--- src/core/arx_pkg.sv ---
/*
  Package for the asynchronous receive recovery block: register map,
  field positions, reset values, frame sizes and sampling constants.
  Assumes a 32-bit AHB-Lite slave with word-aligned registers.
*/
package arx_pkg;

  // Register byte offsets
  localparam logic [7:0] ARX_CTRL_OFS   = 8'h00;
  localparam logic [7:0] ARX_DIV_OFS    = 8'h04;
  localparam logic [7:0] ARX_STATUS_OFS = 8'h08;
  localparam logic [7:0] ARX_DATA_OFS   = 8'h0c;

  // Control field positions
  localparam int ARX_CTRL_RXEN_BIT = 0;
  localparam int ARX_CTRL_DSS_BIT  = 1;
  localparam int ARX_CTRL_MDF_BIT  = 2;
  localparam int ARX_CTRL_EXT_BIT  = 3;
  localparam int ARX_CTRL_CSZ_LSB  = 4;
  localparam int ARX_CTRL_CSZ_W    = 3;
  localparam int ARX_CTRL_PEN_BIT  = 7;
  localparam int ARX_CTRL_PODD_BIT = 8;

  // Status field positions
  localparam int ARX_ST_VALID_BIT = 0;
  localparam int ARX_ST_FE_BIT    = 1;
  localparam int ARX_ST_PE_BIT    = 2;
  localparam int ARX_ST_OVR_BIT   = 3;
  localparam int ARX_ST_NINTH_BIT = 4;
  localparam int ARX_ST_BUSY_BIT  = 5;

  // Reset values
  localparam logic [8:0]  ARX_CTRL_RST = 9'h000;
  localparam logic [15:0] ARX_DIV_RST  = 16'h0000;

  // Char size codes: 0..3 = 5..8 bits, 7 = 9 bits
  localparam logic [2:0] ARX_CSZ_NINE = 3'h7;

  // Sampling: samples per bit and first centre sample (vote uses N, N+1, N+2)
  localparam logic [3:0] ARX_SPB_NORM_M1 = 4'hf;
  localparam logic [3:0] ARX_SPB_DBL_M1  = 4'h7;
  localparam logic [3:0] ARX_VOTE_NORM   = 4'h8;
  localparam logic [3:0] ARX_VOTE_DBL    = 4'h4;

  // Receiver states
  typedef enum logic [1:0] {
    ARX_IDLE,
    ARX_START,
    ARX_BITS
  } arx_state_t;

endpackage : arx_pkg

--- src/core/arx_rx.sv ---
/*
  Asynchronous serial receiver with start-bit qualification, majority
  bit recovery, frame error detection and multidrop address filtering,
  reached over AHB-Lite. Assumes a single 10 MHz clock and a receive
  line asynchronous to it. One-entry receive holding register.
*/
`timescale 1ns/100ps

// Notes on behaviour
// - Sample at 16x baud, or 8x when double speed is selected.
// - Idle: wait for high-to-low edge; first low sample is sample one.
// - Vote start on samples 8-10 (or 4-6); two highs reject it.
// - Rejected start returns to edge search, no data recovery.
// - Bit timing realigns on every accepted start bit.
// - Per-bit sample counter has 16 states, or 8 in double speed.
// - Each data and parity bit is majority of three centre samples.
// - Recover up to the first stop bit; further stop bits ignored.
// - First stop bit voted too; zero sets the frame error flag.
// - Next start edge accepted right after last stop voting sample.
// - Multidrop filter only in standard mode, not extended mode.
// - Filter on: non-address frames are neither stored nor signalled.
// - Transmit path unaffected by the filter setting.
// - Five to eight data bits: first stop bit is the frame type.
// - Nine data bits: ninth data bit is the frame type.
// - Frame type one means address, zero means data.
// - Address frames under filter are stored and flagged normally.
// - Filter off: all frames accepted and stored normally.
// - Each side keeps baud error within half the total tolerance.
module arx_rx
  import arx_pkg::*;
(
  input  wire logic        CLK,
  input  wire logic        RST,
  input  wire logic        HSEL,
  input  wire logic [31:0] HADDR,
  input  wire logic [1:0]  HTRANS,
  input  wire logic        HWRITE,
  input  wire logic [2:0]  HSIZE,
  input  wire logic [31:0] HWDATA,
  input  wire logic        HREADY,
  output logic      [31:0] HRDATA,
  output logic             HREADYOUT,
  output logic             HRESP,
  input  wire logic        RXD,
  output logic             RX_VALID
);

  ////////////////////////////////////////////////////////////////////////////
  // Bus slave

  logic        ap_wr_q,  ap_wr_d;
  logic        ap_rd_q,  ap_rd_d;
  logic [7:0]  ap_addr_q, ap_addr_d;
  logic [8:0]  ctrl_q,   ctrl_d;
  logic [15:0] div_q,    div_d;
  logic [31:0] rdata;
  logic        data_read;
  logic        take;

  assign take      = HSEL && HREADY && HTRANS[1];
  assign HREADYOUT = 1'b1;
  assign HRESP     = 1'b0;

  always_comb begin
    ap_wr_d   = take && HWRITE;
    ap_rd_d   = take && !HWRITE;
    ap_addr_d = take ? HADDR[7:0] : ap_addr_q;
    ctrl_d    = ctrl_q;
    div_d     = div_q;
    if (ap_wr_q && ap_addr_q == ARX_CTRL_OFS) begin
      ctrl_d = HWDATA[8:0];
    end
    if (ap_wr_q && ap_addr_q == ARX_DIV_OFS) begin
      div_d = HWDATA[15:0];
    end
  end

  always_ff @(posedge CLK) begin
    if (RST) begin
      ap_wr_q   <= 1'b0;
      ap_rd_q   <= 1'b0;
      ap_addr_q <= 8'h00;
      ctrl_q    <= ARX_CTRL_RST;
      div_q     <= ARX_DIV_RST;
    end else begin
      ap_wr_q   <= ap_wr_d;
      ap_rd_q   <= ap_rd_d;
      ap_addr_q <= ap_addr_d;
      ctrl_q    <= ctrl_d;
      div_q     <= div_d;
    end
  end

  logic       rx_en;
  logic       dbl;
  logic       ext_mode;
  logic       filt_on;
  logic [2:0] csz;
  logic       par_en;
  logic       par_odd;

  assign rx_en    = ctrl_q[ARX_CTRL_RXEN_BIT];
  assign dbl      = ctrl_q[ARX_CTRL_DSS_BIT];
  assign ext_mode = ctrl_q[ARX_CTRL_EXT_BIT];
  assign filt_on  = ctrl_q[ARX_CTRL_MDF_BIT] && !ext_mode;
  assign csz      = ctrl_q[ARX_CTRL_CSZ_LSB +: ARX_CTRL_CSZ_W];
  assign par_en   = ctrl_q[ARX_CTRL_PEN_BIT];
  assign par_odd  = ctrl_q[ARX_CTRL_PODD_BIT];

  ////////////////////////////////////////////////////////////////////////////
  // Synchroniser and sample tick

  logic        sync1_q, sync2_q, prev_q;
  logic        sync1_d, sync2_d, prev_d;
  logic [15:0] bdiv_q,  bdiv_d;
  logic        tick;

  // Only sync2 is read downstream; sync1 feeds nothing else
  // Line is kept as seen at the last tick, so a fall between ticks is not lost
  always_comb begin
    sync1_d = RXD;
    sync2_d = sync1_q;
    prev_d  = tick ? sync2_q : prev_q;
  end

  always_ff @(posedge CLK) begin
    if (RST) begin
      sync1_q <= 1'b1;
      sync2_q <= 1'b1;
      prev_q  <= 1'b1;
    end else begin
      sync1_q <= sync1_d;
      sync2_q <= sync2_d;
      prev_q  <= prev_d;
    end
  end

  // Sample period is divisor plus one clocks; 0 samples every clock
  // Rate error is left to the clock and divisor chosen by software
  always_comb begin
    tick   = (bdiv_q == 16'h0000);
    bdiv_d = tick ? div_q : bdiv_q - 16'h0001;
  end

  always_ff @(posedge CLK) begin
    if (RST) begin
      bdiv_q <= 16'h0000;
    end else begin
      bdiv_q <= bdiv_d;
    end
  end

  ////////////////////////////////////////////////////////////////////////////
  // Frame recovery

  arx_state_t  st_q,    st_d;
  logic [3:0]  nbit_q,  nbit_d;
  logic [8:0]  shf_q,   shf_d;
  logic        parv_q,  parv_d;
  logic [3:0]  ndata;
  logic [3:0]  nframe;
  logic        restart;
  logic        vote_done;
  logic        vote_val;
  logic        bit_end;
  logic        frame_done;
  logic        stop_val;
  logic        fall;

  assign fall   = prev_q && !sync2_q;
  assign ndata  = (csz == ARX_CSZ_NINE) ? 4'd9 : {2'b00, csz[1:0]} + 4'd5;
  assign nframe = ndata + {3'b000, par_en};

  arx_voter u_voter (
    .clk       (CLK),
    .rst       (RST),
    .restart   (restart),
    .tick      (tick),
    .dbl       (dbl),
    .line      (sync2_q),
    .vote_done (vote_done),
    .vote_val  (vote_val),
    .bit_end   (bit_end)
  );

  always_comb begin
    st_d       = st_q;
    nbit_d     = nbit_q;
    shf_d      = shf_q;
    parv_d     = parv_q;
    restart    = 1'b0;
    frame_done = 1'b0;
    stop_val   = vote_val;
    unique case (st_q)
      ARX_IDLE: begin
        if (rx_en && fall && tick) begin
          restart = 1'b1;
          st_d    = ARX_START;
        end
      end
      ARX_START: begin
        if (vote_done) begin
          if (vote_val) begin
            st_d = ARX_IDLE;
          end else begin
            nbit_d = 4'd0;
            parv_d = 1'b0;
          end
        end
        if (bit_end) begin
          st_d = ARX_BITS;
        end
      end
      ARX_BITS: begin
        if (vote_done) begin
          if (nbit_q < ndata) begin
            shf_d = {vote_val, shf_q[8:1]};
          end else if (nbit_q < nframe) begin
            parv_d = vote_val;
          end else begin
            frame_done = 1'b1;
            st_d       = ARX_IDLE;
          end
          nbit_d = nbit_q + 4'd1;
        end
      end
      default: st_d = ARX_IDLE;
    endcase
    if (!rx_en) begin
      st_d = ARX_IDLE;
    end
  end

  always_ff @(posedge CLK) begin
    if (RST) begin
      st_q   <= ARX_IDLE;
      nbit_q <= 4'd0;
      shf_q  <= 9'h000;
      parv_q <= 1'b0;
    end else begin
      st_q   <= st_d;
      nbit_q <= nbit_d;
      shf_q  <= shf_d;
      parv_q <= parv_d;
    end
  end

  ////////////////////////////////////////////////////////////////////////////
  // Receive holding register and multidrop filter

  logic [8:0] data_al;
  logic       ftype;
  logic       accept;
  logic       par_err;
  logic       hold_v_q,  hold_v_d;
  logic [8:0] hold_q,    hold_d;
  logic       fe_q,      fe_d;
  logic       pe_q,      pe_d;
  logic       ovr_q,     ovr_d;

  // Shifted in LSB first; right-justify by character size
  assign data_al = shf_q >> (4'd9 - ndata);
  assign ftype   = (ndata == 4'd9) ? data_al[8] : stop_val;
  // Address when the type bit is one
  assign accept  = frame_done && (!filt_on || ftype);
  assign par_err = par_en && ((^data_al) ^ parv_q ^ par_odd);
  assign data_read = ap_rd_q && ap_addr_q == ARX_DATA_OFS;

  always_comb begin
    hold_v_d = hold_v_q;
    hold_d   = hold_q;
    fe_d     = fe_q;
    pe_d     = pe_q;
    ovr_d    = ovr_q;
    if (data_read) begin
      hold_v_d = 1'b0;
      ovr_d    = 1'b0;
    end
    // A frame landing with the read wins over the clear
    if (accept) begin
      if (hold_v_q && !data_read) begin
        ovr_d = 1'b1;
      end else begin
        hold_v_d = 1'b1;
        hold_d   = data_al;
        fe_d     = !stop_val;
        pe_d     = par_err;
      end
    end
    if (!rx_en) begin
      hold_v_d = 1'b0;
      ovr_d    = 1'b0;
    end
  end

  always_ff @(posedge CLK) begin
    if (RST) begin
      hold_v_q <= 1'b0;
      hold_q   <= 9'h000;
      fe_q     <= 1'b0;
      pe_q     <= 1'b0;
      ovr_q    <= 1'b0;
    end else begin
      hold_v_q <= hold_v_d;
      hold_q   <= hold_d;
      fe_q     <= fe_d;
      pe_q     <= pe_d;
      ovr_q    <= ovr_d;
    end
  end

  assign RX_VALID = hold_v_q;

  ////////////////////////////////////////////////////////////////////////////
  // Read mux; no transmit path here, so the filter cannot touch one

  always_comb begin
    rdata = 32'h0000_0000;
    unique case (ap_addr_q)
      ARX_CTRL_OFS: rdata = {23'h000000, ctrl_q};
      ARX_DIV_OFS:  rdata = {16'h0000, div_q};
      ARX_STATUS_OFS: begin
        rdata[ARX_ST_VALID_BIT] = hold_v_q;
        rdata[ARX_ST_FE_BIT]    = fe_q;
        rdata[ARX_ST_PE_BIT]    = pe_q;
        rdata[ARX_ST_OVR_BIT]   = ovr_q;
        rdata[ARX_ST_NINTH_BIT] = hold_q[8];
        rdata[ARX_ST_BUSY_BIT]  = (st_q != ARX_IDLE);
      end
      ARX_DATA_OFS: rdata = {23'h000000, hold_q};
      default:      rdata = 32'h0000_0000;
    endcase
    HRDATA = ap_rd_q ? rdata : 32'h0000_0000;
  end

endmodule : arx_rx

--- src/core/arx_voter.sv ---
/*
  Sample counter and three-sample majority voter for one serial bit.
  Assumes a one-cycle sample tick and a synchronised receive line.
*/
`timescale 1ns/100ps
module arx_voter
  import arx_pkg::*;
(
  input  wire logic       clk,
  input  wire logic       rst,
  input  wire logic       restart,
  input  wire logic       tick,
  input  wire logic       dbl,
  input  wire logic       line,
  output logic            vote_done,
  output logic            vote_val,
  output logic            bit_end
);

  logic [3:0] cnt_q,  cnt_d;
  logic [1:0] ones_q, ones_d;
  logic [3:0] last;
  logic [3:0] first;

  always_comb begin
    last      = dbl ? ARX_SPB_DBL_M1 : ARX_SPB_NORM_M1;
    first     = dbl ? ARX_VOTE_DBL   : ARX_VOTE_NORM;
    cnt_d     = cnt_q;
    ones_d    = ones_q;
    vote_done = 1'b0;
    bit_end   = 1'b0;
    if (restart) begin
      // Restart with sample 1 already taken
      cnt_d  = 4'h1;
      ones_d = 2'h0;
    end else if (tick) begin
      cnt_d = cnt_q + 4'h1;
      if (cnt_d >= first && cnt_d <= first + 4'h2 && line && ones_q != 2'h3) begin
        ones_d = ones_q + 2'h1;
      end
      if (cnt_d == first + 4'h2) begin
        vote_done = 1'b1;
      end
      if (cnt_q == last) begin
        cnt_d   = 4'h0;
        ones_d  = 2'h0;
        bit_end = 1'b1;
      end
    end
    vote_val = (ones_d >= 2'h2);
  end

  always_ff @(posedge clk) begin
    if (rst) begin
      cnt_q  <= 4'h0;
      ones_q <= 2'h0;
    end else begin
      cnt_q  <= cnt_d;
      ones_q <= ones_d;
    end
  end

endmodule : arx_voter

--- config.mk ---
export PLATFORM = sky130hd
export DESIGN_NAME = arx_rx
export DESIGN_NICKNAME = d
export VERILOG_FILES = /design/src/core/arx_pkg.sv /design/src/core/arx_rx.sv /design/src/core/arx_voter.sv
export SDC_FILE = /design/constraint.sdc
export NUM_CORES = 1
export LEC_CHECK = 0
export BUFFER_PORTS_ARGS = -buffer_cell sky130_fd_sc_hd__buf_2
export CAP_MARGIN = 20
export CORE_MARGIN = 8
export CORE_UTILIZATION = 50
export DETAILED_ROUTE_END_ITERATION = 8
export GPL_ROUTABILITY_DRIVEN = 0
export GPL_TIMING_DRIVEN = 0
export HOLD_SLACK_MARGIN = 0.08
export PLACE_DENSITY = 0.81
export SYNTH_ARGS = -nofsm -noshare
export SYNTH_HDL_FRONTEND = slang
export SYNTH_SLANG_ARGS = --single-unit
--- constraint.sdc ---
create_clock -name CLK -period 3.9 [get_ports CLK]
set_clock_uncertainty 0.1 [all_clocks]
set_input_delay 0.39 -clock CLK [delete_from_list [all_inputs] [get_ports CLK]]
set_output_delay 0.39 -clock CLK [all_outputs]
set_load 0.02 [all_outputs]
==> reports/metrics.yaml, run 1 <==
status:
  status: "complete, no violations"
synth:
  synth_compound_area_frac: 0.130
  synth_cells: 609
  avgSynthCellArea_um2: 8.37
  syn_area_mm2: 0.00510
  synth-edff-count: 0
  yosys.area.top_type: "dfxtp_1"
  ys.flop_type: "dfxtp_1"
  ys_seq_elements: 89
  synth_top_family_by_area: "simple AND/OR/NAND/NOR gates"
  synth_xor_area_frac: 0.0344
  synth_top_cell_area_share: 0.349
  yosys_warnings: 0
  synth_fa_ha_area_frac: 0.0481
  synth_cell_types: 68
  async_flop_share: 0
  synth_simple_gate_area_frac: 0.251
  synth_seq_area_share: 0.349
  yosys-mux-area-fraction: 0.121
  synth_top_cells_by_area: "dfxtp_1, mux2i_1, nor2_1, ha_1, nand2_1"
timing:
  finalMaxSlewViolations: 0
  relSlewSlack: 0.479
  worstMarginPinSlew_ns: 0.782
  finalHoldViolCount: 0
  post-route-period-util: 0.967
  hold_ws_ns: 0.0944
  fmax_mhz: 265
  fin_setup_tns_ns: 0
  setup_viol_count_final: 0
  rsz0062_at_grt: "false"
  timing.final.crit_period_ns: 3.77
die:
  rows: 37
  die_area_mm2: 0.0137
  io_pins: 110
  start_util: 0.505
  core-area_mm2: 0.0101
  fp.dieW_um: 117
  die_y_um: 117
min_path:
  holdCritPathClass: "in2reg"
global_route:
  grt_pass1_wl_mm: 21.7
  grt_usage: 0.202
  grt_pass1_vias: 4495
  antenna_found_initial: 0
  overflow: 0
  grt_max_degree: 17
routing:
  ant_nets: 0
  drc: 0
  viasPerCell: 5.80
  vias: 4781
  routed_wl_mm: 13.7
  drt_iter0_drc: 365
  firstDrtPassIters: 8
  wl_per_cell_um: 16.6
pwr:
  p_total_w: 0.00234
  power.leakage_nw: 2.52
  power_switching_w: 0.000800
  switching_share: 0.342
  comb_power_share: 0.261
  p_int_w: 0.00154
  seq_power_share: 0.453
  power_density_mw_per_mm2: 401
  worst_ir_drop_vdd_mv: 0.241
  clock_power_share: 0.286
clock_network:
  clk_pin_slew_ns: 0.10
  cts_sinks: 89
  cts_max_level: 3
  cts_buffers: 9
  cts_tree: "yes"
  cts_buffer_depth: 2
  cts_hold_buf: 0
  cts-root-buf: "clkbuf_8"
  clock_latency_ns: 0.37
finish:
  diodes: 0
  num-nets-final: 777
  final_cell_area_mm2: 0.00583
  drive_gt1_frac: 0.166
  syn2layout_area_growth_pct: 14.4
setup_path:
  startpoint_type: "register"
  end_kind: "register"
  path_max_fanout: 10
  critPathArrivalTime_ns: 3.96
  criticalPathCategory: "reg2reg"
  worstPathRequired_ns: 4.09
placed_design:
  dp_hpwl_mm: 10.3
  io_buffers: 47
  dpl-instance-area_mm2: 0.00557
run:
  drv_cap: 0
[per-stage QoR]
stage               worst slack, ns  utilization  cells
detailed placement           -0.453        0.552    808
finish                        0.130        0.578    824
floorplan                    0.0332            -    625
global placement             -0.377        0.552    808
global route                0.00460        0.578    824
CTS                          0.0441        0.573    824
[synth_stat cells, types with 8 or more instances]
library cell	instances
nor3_1	20
nand3_1	13
buf_4	18
nor2_1	95
a211oi_1	15
nand2_1	49
and2_1	12
xnor2_1	13
clkbuf_1	30
inv_1	16
ha_1	18
a21oi_1	35
o21ai_0	15
nand3b_1	8
mux2i_1	48
dfxtp_1	89
[what timing repair did]
item                                    4_1_cts  5_1_grt
endpoints found under the setup margin       11        7
setup buffers                                 1        0
pin swaps                                     1        0
gates resized for setup                       5        8
hold endpoints to repair                      0        0
[worst paths after layout]
kind                            cells past startpoint                      to  slack [ns]                          start
worst min register to register                      1      sync2_q$_SDFF_PP1_        0.32             sync1_q$_SDFF_PP1_
worst max-delay path                               13  hold_q[8]$_SDFFE_PP0P_        0.13  u_voter.cnt_q[0]$_SDFFE_PP0P_
worst max register to register                     13  hold_q[8]$_SDFFE_PP0P_        0.13  u_voter.cnt_q[0]$_SDFFE_PP0P_
worst min-delay path                                2      ap_rd_q$_SDFF_PP0_        0.09                         HWRITE
[routing by layer]
layer | wire [um] | vias up | part of all wire | track usage
met4 | 517 | 0 | 0.038 | 0.105
met2 | 6330 | 233 | 0.46 | 0.328
li1 | - | 2258 | - | -
met3 | 1140 | 47 | 0.083 | 0.0380
met1 | 5720 | 2243 | 0.42 | 0.251
met5 | 0 | - | 0 | 0
[cells in the final DEF (no fill, tap or decap), types with 4 or more instances in the layout]
| cell type | synthesis | final |
|---|---|---|
| nor2b_1 | 4 | 4 |
| mux4_2 | 5 | 5 |
| o21ai_0 | 15 | 15 |
| buf_4 | 18 | 19 |
| or2_2 | 4 | 4 |
| xnor2_1 | 13 | 13 |
| clkbuf_1 | 30 | 29 |
| dfxtp_1 | 89 | 86 |
| a211oi_1 | 15 | 15 |
| nand3b_1 | 8 | 8 |
| and2_1 | 12 | 12 |
| a22oi_1 | 7 | 7 |
| nor3b_1 | 4 | 4 |
| nor3_1 | 20 | 20 |
| conb_1 | 2 | 18 |
| xor2_1 | 7 | 6 |
| nand2_1 | 49 | 49 |
| mux2i_1 | 48 | 48 |
| or3_1 | 7 | 6 |
| nor4_1 | 4 | 4 |
| inv_6 | 0 | 4 |
| a21oi_1 | 35 | 35 |
| inv_1 | 16 | 16 |
| nand2b_1 | 5 | 5 |
| nor2_1 | 95 | 95 |
| clkbuf_8 | 0 | 9 |
| ha_1 | 18 | 15 |
| and3_1 | 7 | 7 |
| or4_1 | 5 | 5 |
| nand3_1 | 13 | 13 |
| buf_2 | 1 | 48 |
[cell families after synthesis]
group / Yosys count
buf+inv: 68
flops: 89
fa+ha+maj: 19
compound gates: 101
other cells: 2
mux: 55
simple gates: 255
xor+xnor: 20
[power by group through the flow]
stage	registers [W]	clock network (W)	logic [W]
finish	0.00106	0.000669	0.000610
global route	0.00107	0.000709	0.000676
CTS	0.00106	0.000668	0.000602
detailed placement	0.00108	0	0.000595
global placement	0.00107	0	0.000571
floorplan	0.00106	0	0.000465
[sequential cells by signal (all words and copies together) (netlist names)]
name            count
sync1_q             1
ovr_q               1
ap_rd_q             1
sync2_q             1
nbit_q              4
prev_q              1
ctrl_q              9
ap_addr_q           8
u_voter.ones_q      2
parv_q              1
bdiv_q             16
div_q              16
ap_wr_q             1
RX_VALID            1
fe_q                1
shf_q               9
u_voter.cnt_q       4
st_q                2
pe_q                1
hold_q              9
[area by class of cell]
type	count	area, um^2
Fill cell	901	4260
Multi-Input combinational cell	468	3100
Sequential cell	89	1790
Buffer	50	265
Timing Repair Buffer	48	243
Tap cell	136	170
Clock buffer	10	128
Clock inverter	6	73.8
Inverter	17	66.3
[critical path: stages, from the launching register on]
cell      delay [ns]
dfxtp_2         0.40
ha_2            0.24
xor2_2          0.20
inv_1           0.07
ha_1            0.17
inv_1           0.05
a311oi_1        0.05
or3_4           0.40
or4_1           0.51
and3_1          0.21
or4_4           0.51
buf_6           0.16
or4_4           0.48
a21oi_2         0.14
(Power assumes the default switching activity.)
==> run 2, diff against run 1 <==
==> constraint.sdc (replaced) <==
create_clock -name CLK -period 3.9 [get_ports CLK]
set_clock_uncertainty 0.1 [all_clocks]
set_input_delay 0.195 -clock CLK [delete_from_list [all_inputs] [get_ports CLK]]
set_output_delay 0.195 -clock CLK [all_outputs]
set_load 0.02 [all_outputs]
==> reports/metrics.yaml, run 2 (synthesis gave the netlist of run 1 again) <==
min_path:
  holdCritPathClass: "in2reg"  # unchanged
setup_path:
  critPathArrivalTime_ns: 3.98  # was 3.96 ns
  end_kind: "register"  # unchanged
  criticalPathCategory: "reg2reg"  # unchanged
  startpoint_type: "register"  # unchanged
  path_max_fanout: 10  # unchanged
  worstPathRequired_ns: 4.10  # was 4.09 ns
finish:
  syn2layout_area_growth_pct: 19.5  # was 14.4%
  nFillCells: 850  # was 901
  reg.largest.list: "bdiv_q x16, div_q x16"  # unchanged
  layout_commonest_cell: "nor2_1"  # unchanged
  final_cell_area_mm2: 0.00609  # was 0.00583 mm^2
  diodes: 0  # unchanged
  drive_gt1_frac: 0.160  # was 0.166
  seqCellArea_mm2: 0.00179  # unchanged
  final_cell_mix: "nor2_1, dfxtp_1, nand2_1"  # unchanged
  multiInputGateArea_mm2: 0.00310  # unchanged
  num-nets-final: 803  # was 777
timing:
  worstMarginPinSlew_ns: 0.795  # was 0.782 ns
  timing.final.crit_period_ns: 3.78  # was 3.77 ns
  relSlewSlack: 0.470  # was 0.479
  fin_setup_tns_ns: 0  # unchanged
  post-route-period-util: 0.969  # was 0.967
  setup_viol_count_final: 0  # unchanged
  fmax_mhz: 265  # about the same
  rsz0062_at_grt: "false"  # unchanged
  finalHoldViolCount: 0  # unchanged
  finalMaxSlewViolations: 0  # unchanged
  layout_setup_ws_ns: 0.119  # was 0.130 ns
routing:
  ant_nets: 0  # unchanged
  routed_wl_mm: 14.5  # was 13.7 mm
  drt_iter0_drc: 392  # was 365
  drc: 0  # unchanged
  firstDrtPassIters: 6  # was 8
  vias: 4953  # was 4781
  wl_per_cell_um: 17.1  # was 16.6 um
  viasPerCell: 5.83  # was 5.80
clock_network:
  cts_sinks: 89  # unchanged
  cts_buffer_depth: 2  # unchanged
  clk_pin_slew_ns: 0.10  # about the same
  cts-root-buf: "clkbuf_8"  # unchanged
  cts_buffers: 9  # unchanged
  clock_latency_ns: 0.38  # was 0.37 ns
  cts_tree: "yes"  # unchanged
  cts_max_level: 3  # unchanged
global_route:
  antenna_found_initial: 0  # unchanged
  grt_pass1_vias: 4698  # was 4495
  overflow: 0  # unchanged
  grt_use_met2: 0.356  # was 0.328
  grt_pass1_wl_mm: 23.2  # was 21.7 mm
  grt_usage: 0.215  # was 0.202
  use_met3: 0.0436  # was 0.0380
  met1_usage: 0.266  # was 0.251
  grt_max_degree: 17  # unchanged
  busiest_layer: "met2"  # unchanged
die:
  start_util: 0.505  # unchanged
  die_area_mm2: 0.0137  # unchanged
  io_pins: 110  # unchanged
  fp.dieW_um: 117  # unchanged
  die_y_um: 117  # unchanged
  core-area_mm2: 0.0101  # unchanged
  rows: 37  # unchanged
status:
  status: "complete, no violations"  # unchanged
pwr:
  power.leakage_nw: 2.63  # was 2.52 nW
  worst_ir_drop_vdd_mv: 0.244  # was 0.241 mV
  power_density_mw_per_mm2: 391  # was 401 mW/mm^2
placed_design:
  io_buffers: 47  # unchanged
  pre_cts_ws_ns: -0.453  # unchanged
  dpl-instance-area_mm2: 0.00557  # unchanged
  dp_hpwl_mm: 10.3  # unchanged
run:
  drv_cap: 0  # unchanged
==> run 2: changes by cell type in the layout (fill, tap and decap cells not counted) <==
cell	delta
dlygate4sd3_1	+26
==> run 2: layout make-up <==
type / count / area share
flip-flops and latches: 89 / 0.294
multi-input cells: 468 / 0.508
plain buffers: 50 / 0.0435
repair buffers: 74 / 0.0826
clock inverters: 6 / 0.0121
inverters: 17 / 0.0109
well taps: 136 / 0.0279
clock buffers: 10 / 0.0210
==> run 2: worst paths after layout <==
| path | start | to | slack, ns | cells after the start |
|---|---|---|---|---|
| min | RST | st_q[1]$_SDFFE_PP0P_ | 0.16 | 3 |
| max | u_voter.cnt_q[0]$_SDFFE_PP0P_ | hold_q[8]$_SDFFE_PP0P_ | 0.12 | 13 |
| max reg2reg | u_voter.cnt_q[0]$_SDFFE_PP0P_ | hold_q[8]$_SDFFE_PP0P_ | 0.12 | 13 |
| min reg2reg | sync1_q$_SDFF_PP1_ | sync2_q$_SDFF_PP1_ | 0.32 | 1 |
==> run 2: power breakdown <==
group / internal [W] / leakage [nW] / switching [W] / total, W
Clock: 0.000307 / 0.102 / 0.000366 / 0.000673
Combinational: 0.000268 / 1.80 / 0.000378 / 0.000646
Sequential: 0.000981 / 0.723 / 0.0000792 / 0.00106
Total: 0.00156 / 2.63 / 0.000823 / 0.00238
==> run 2: critical path: stages, from the launching register on <==
cell	delay, ns
dfxtp_2	0.40
ha_2	0.24
xor2_2	0.20
inv_1	0.07
ha_1	0.17
inv_1	0.05
a311oi_1	0.05
or3_4	0.41
or4_1	0.52
and3_1	0.21
or4_4	0.51
buf_6	0.16
or4_4	0.48
a21oi_2	0.14
==> run 2: metal layers <==
metal	up-vias	wire length, um	part of all wire
li1	2309	-	-
met2	255	6860	0.47
met5	-	0	0
met3	50	1250	0.086
met1	2339	5950	0.41
met4	0	481	0.033
==> run 2: repair_timing <==
action,4_1_cts,5_1_grt
hold endpoints to repair,36,0
gates resized for setup,5,8
setup buffers,1,0
hold buffers,26,0
gates cloned,0,0
pin swaps,1,0
setup endpoints to repair,11,7
==> run 2: metrics by stage <==
step / hold WS [ns] / cells / total power (W) / util
6_report: 0.161 / 850 / 0.00238 / 0.604
5_1_grt: 0.200 / 850 / 0.00249 / 0.604
4_1_cts: 0.158 / 850 / 0.00235 / 0.599
3_5_place_dp: 0.285 / 808 / 0.00167 / 0.552
3_3_place_gp: 0.273 / 808 / 0.00164 / 0.552
2_1_floorplan: 0.174 / 625 / 0.00152 / -
==> run 3, diff against run 2 <==
- ABC_AREA: not set -> 1
==> reports/metrics.yaml, run 3 <==
timing:
  finalHoldViolCount: 0  # unchanged
  layout_setup_ws_ns: 0.480  # was 0.119 ns
  finalMaxSlewViolations: 0  # unchanged
  fmax_mhz: 292  # was 265 MHz
  post-route-period-util: 0.877  # was 0.969
  relSlewSlack: 0.504  # was 0.470
  setup_viol_count_final: 0  # unchanged
  fin_setup_tns_ns: 0  # unchanged
  timing.final.crit_period_ns: 3.42  # was 3.78 ns
  worstMarginPinSlew_ns: 0.744  # was 0.795 ns
  rsz0062_at_grt: "false"  # unchanged
min_path:
  holdCritPathClass: "in2reg"  # unchanged
synth:
  yosys.area.top_type: "dfxtp_1"  # unchanged
  avgSynthCellArea_um2: 6.94  # was 8.37 um^2
  synth_cells: 772  # was 609
  syn_area_mm2: 0.00536  # was 0.00510 mm^2
  synth_cell_types: 51  # was 68
  synth_top_cell_area_share: 0.333  # was 0.349
  yosys_warnings: 0  # unchanged
  ys_seq_elements: 89  # unchanged
  async_flop_share: 0  # unchanged
  ys.flop_type: "dfxtp_1"  # unchanged
  yosys.cell_count.top_type: "nand2_1"  # was nor2_1
  synth_seq_area_share: 0.333  # was 0.349
  synth-edff-count: 0  # unchanged
  synth.top_cells.by_count: "nand2_1, inv_1, dfxtp_1, nor2_1, a21oi_1"  # was nor2_1, dfxtp_1, nand2_1, mux2i_1, a21oi_1
  synth_top_cells_by_area: "dfxtp_1, nand2_1, inv_1, a21oi_1, o21ai_0"  # was dfxtp_1, mux2i_1, nor2_1, ha_1, nand2_1
setup_path:
  path_buf_inv: 4  # was 3
  slowest_stage: "fa_1"  # was or4_1
  crit_top_cell: "ha_1"
  worstPathCellList: "ha_1, nand2_2, nand2_4, buf_12, ha_1, fa_1, inv_1, ha_1, a21oi_1, o21a_1, inv_1, nand2_1, nor2_4, nand3_4, buf_6, nor2_1, a211oi_2"  # was ha_2, xor2_2, inv_1, ha_1, inv_1, a311oi_1, or3_4, or4_1, and3_1, or4_4, buf_6, or4_4, a21oi_2
  criticalPathCategory: "reg2reg"  # unchanged
  worstPathRequired_ns: 4.05  # was 4.10 ns
  startpoint_type: "register"  # unchanged
  path_max_fanout: 10  # unchanged
  end_kind: "register"  # unchanged
  max_stage_delay_ns: 0.48  # was 0.52 ns
  crit_family: "adder cells"  # was simple AND/OR/NAND/NOR gates
  critPathArrivalTime_ns: 3.57  # was 3.98 ns
finish:
  syn2layout_area_growth_pct: 17.7  # was 19.5%
  drive_gt1_frac: 0.164  # was 0.160
  diodes: 0  # unchanged
  layout_commonest_cell: "nand2_1"  # was nor2_1
  num-nets-final: 965  # was 803
  nFillCells: 955  # was 850
  reg.largest.list: "bdiv_q x16, div_q x16"  # unchanged
  final_cell_area_mm2: 0.00630  # was 0.00609 mm^2
  finish.utilization: 0.608  # was 0.604
  final_cell_mix: "nand2_1, inv_1, dfxtp_1"  # was nor2_1, dfxtp_1, nand2_1
clock_network:
  cts_max_level: 3  # unchanged
  clk_pin_slew_ns: 0.09  # was 0.10 ns
  cts_buffer_depth: 2  # unchanged
  cts_resized: 0  # was 5
  cts_buffers: 9  # unchanged
  clock_latency_ns: 0.39  # was 0.38 ns
  cts_tree: "yes"  # unchanged
  cts_sinks: 89  # unchanged
  post_cts_buffers: 0  # was 1
  cts-root-buf: "clkbuf_8"  # unchanged
placed_design:
  pre_cts_ws_ns: 0.504  # was -0.453 ns
  io_buffers: 46  # was 47
  dpl-instance-area_mm2: 0.00582  # was 0.00557 mm^2
  dp_hpwl_mm: 10.7  # was 10.3 mm
global_route:
  antenna_found_initial: 0  # unchanged
  grt_pass1_vias: 5093  # was 4698
  grt_usage: 0.202  # was 0.215
  overflow: 0  # unchanged
  grt_pass1_wl_mm: 23.8  # was 23.2 mm
  grt_max_degree: 17  # unchanged
die:
  core-area_mm2: 0.0104  # was 0.0101 mm^2
  fp.dieW_um: 120  # was 117 um
  rows: 37  # unchanged
  io_pins: 110  # unchanged
  die_area_mm2: 0.0143  # was 0.0137 mm^2
  start_util: 0.517  # was 0.505
  die_y_um: 120  # was 117 um
routing:
  firstDrtPassIters: 5  # was 6
  ant_nets: 0  # unchanged
  drc: 0  # unchanged
  drt_iter0_drc: 361  # was 392
  vias: 5292  # was 4953
  viasPerCell: 5.23  # was 5.83
  wl_per_cell_um: 14.3  # was 17.1 um
  routed_wl_mm: 14.5  # about the same
run:
  drv_cap: 0  # unchanged
pwr:
  worst_ir_drop_vdd_mv: 0.297  # was 0.244 mV
  p_total_w: 0.00257  # was 0.00238 W
  power_density_mw_per_mm2: 408  # was 391 mW/mm^2
  power.leakage_nw: 2.82  # was 2.63 nW
status:
  status: "complete, no violations"  # unchanged
==> run 3: cell count changes in the layout (fill, tap and decap cells not counted), moves of 21 or more <==
cell	delta
nand2_1	+91
inv_1	+86
mux2i_1	-48
o21ai_0	+43
nand3_1	+37
a21oi_1	+31
nor2_1	-21
==> run 3: cell families after synthesis <==
group	after synthesis	synth area share
and+or+nand+nor	329	0.300
AOI/OAI and AO/OA	167	0.173
buffers and inverters	156	0.131
DFF	89	0.333
adders and majority gates	19	0.0458
xor gates and xnor gates	10	0.0163
other	2	0.00140
==> run 3: metal layers <==
metal,wire (um),vias up,global-route usage
met4,423,0,0.0952
met5,0,-,0
met2,6860,167,0.343
li1,-,2679,-
met3,949,37,0.0427
met1,6240,2409,0.239
==> run 3: report_power, final <==
group / switching (W) / internal, W
combinational: 0.000496 / 0.000269
clock: 0.000374 / 0.000372
sequential: 0.0000648 / 0.000995
total: 0.000935 / 0.00164
==> run 3: worst reg2reg max path: stages, from the launching register on <==
cell and delay, ns:
dfxtp_1 0.44, ha_1 0.36, nand2_2 0.14, nand2_4 0.09, buf_12 0.17, ha_1 0.19
fa_1 0.48, inv_1 0.04, ha_1 0.26, a21oi_1 0.06, o21a_1 0.16, inv_1 0.07
nand2_1 0.08, nor2_4 0.18, nand3_4 0.14, buf_6 0.17, nor2_1 0.12, a211oi_2 0.04
==> run 3: path summary, 6_finish.rpt <==
path	startpoint	endpoint	slack [ns]	depth (start not counted)
setup reg to reg	ctrl_q[4]$_SDFFE_PP0P_	hold_q[7]$_SDFFE_PP0P_	0.48	17
hold / removal	RST	shf_q[8]$_SDFFE_PP0P_	0.23	2
setup / recovery	ctrl_q[4]$_SDFFE_PP0P_	hold_q[7]$_SDFFE_PP0P_	0.48	17
hold reg to reg	sync1_q$_SDFF_PP1_	sync2_q$_SDFF_PP1_	0.32	1
==> run 3: layout make-up <==
cell class / count / area (um^2) / area share
multi-input combinational: 543 / 2930 / 0.465
sequential: 89 / 1780 / 0.283
timing repair buffer: 72 / 490 / 0.0778
inverter: 113 / 425 / 0.0675
buffer: 43 / 277 / 0.0439
tap: 136 / 170 / 0.0270
clock buffer: 10 / 128 / 0.0202
clock inverter: 6 / 97.6 / 0.0155
==> run 3: per-stage QoR <==
step / hold slack, ns / std cells
floorplan: 0.174 / 788
global placement: 0.279 / 970
detailed placement: 0.284 / 970
CTS: 0.225 / 1012
global route: 0.239 / 1012
finish: 0.233 / 1012
==> run 3: what timing repair did <==
action	CTS	global route
hold buffers	26	0
hold endpoints to repair	36	0
endpoints found under the setup margin	0	0
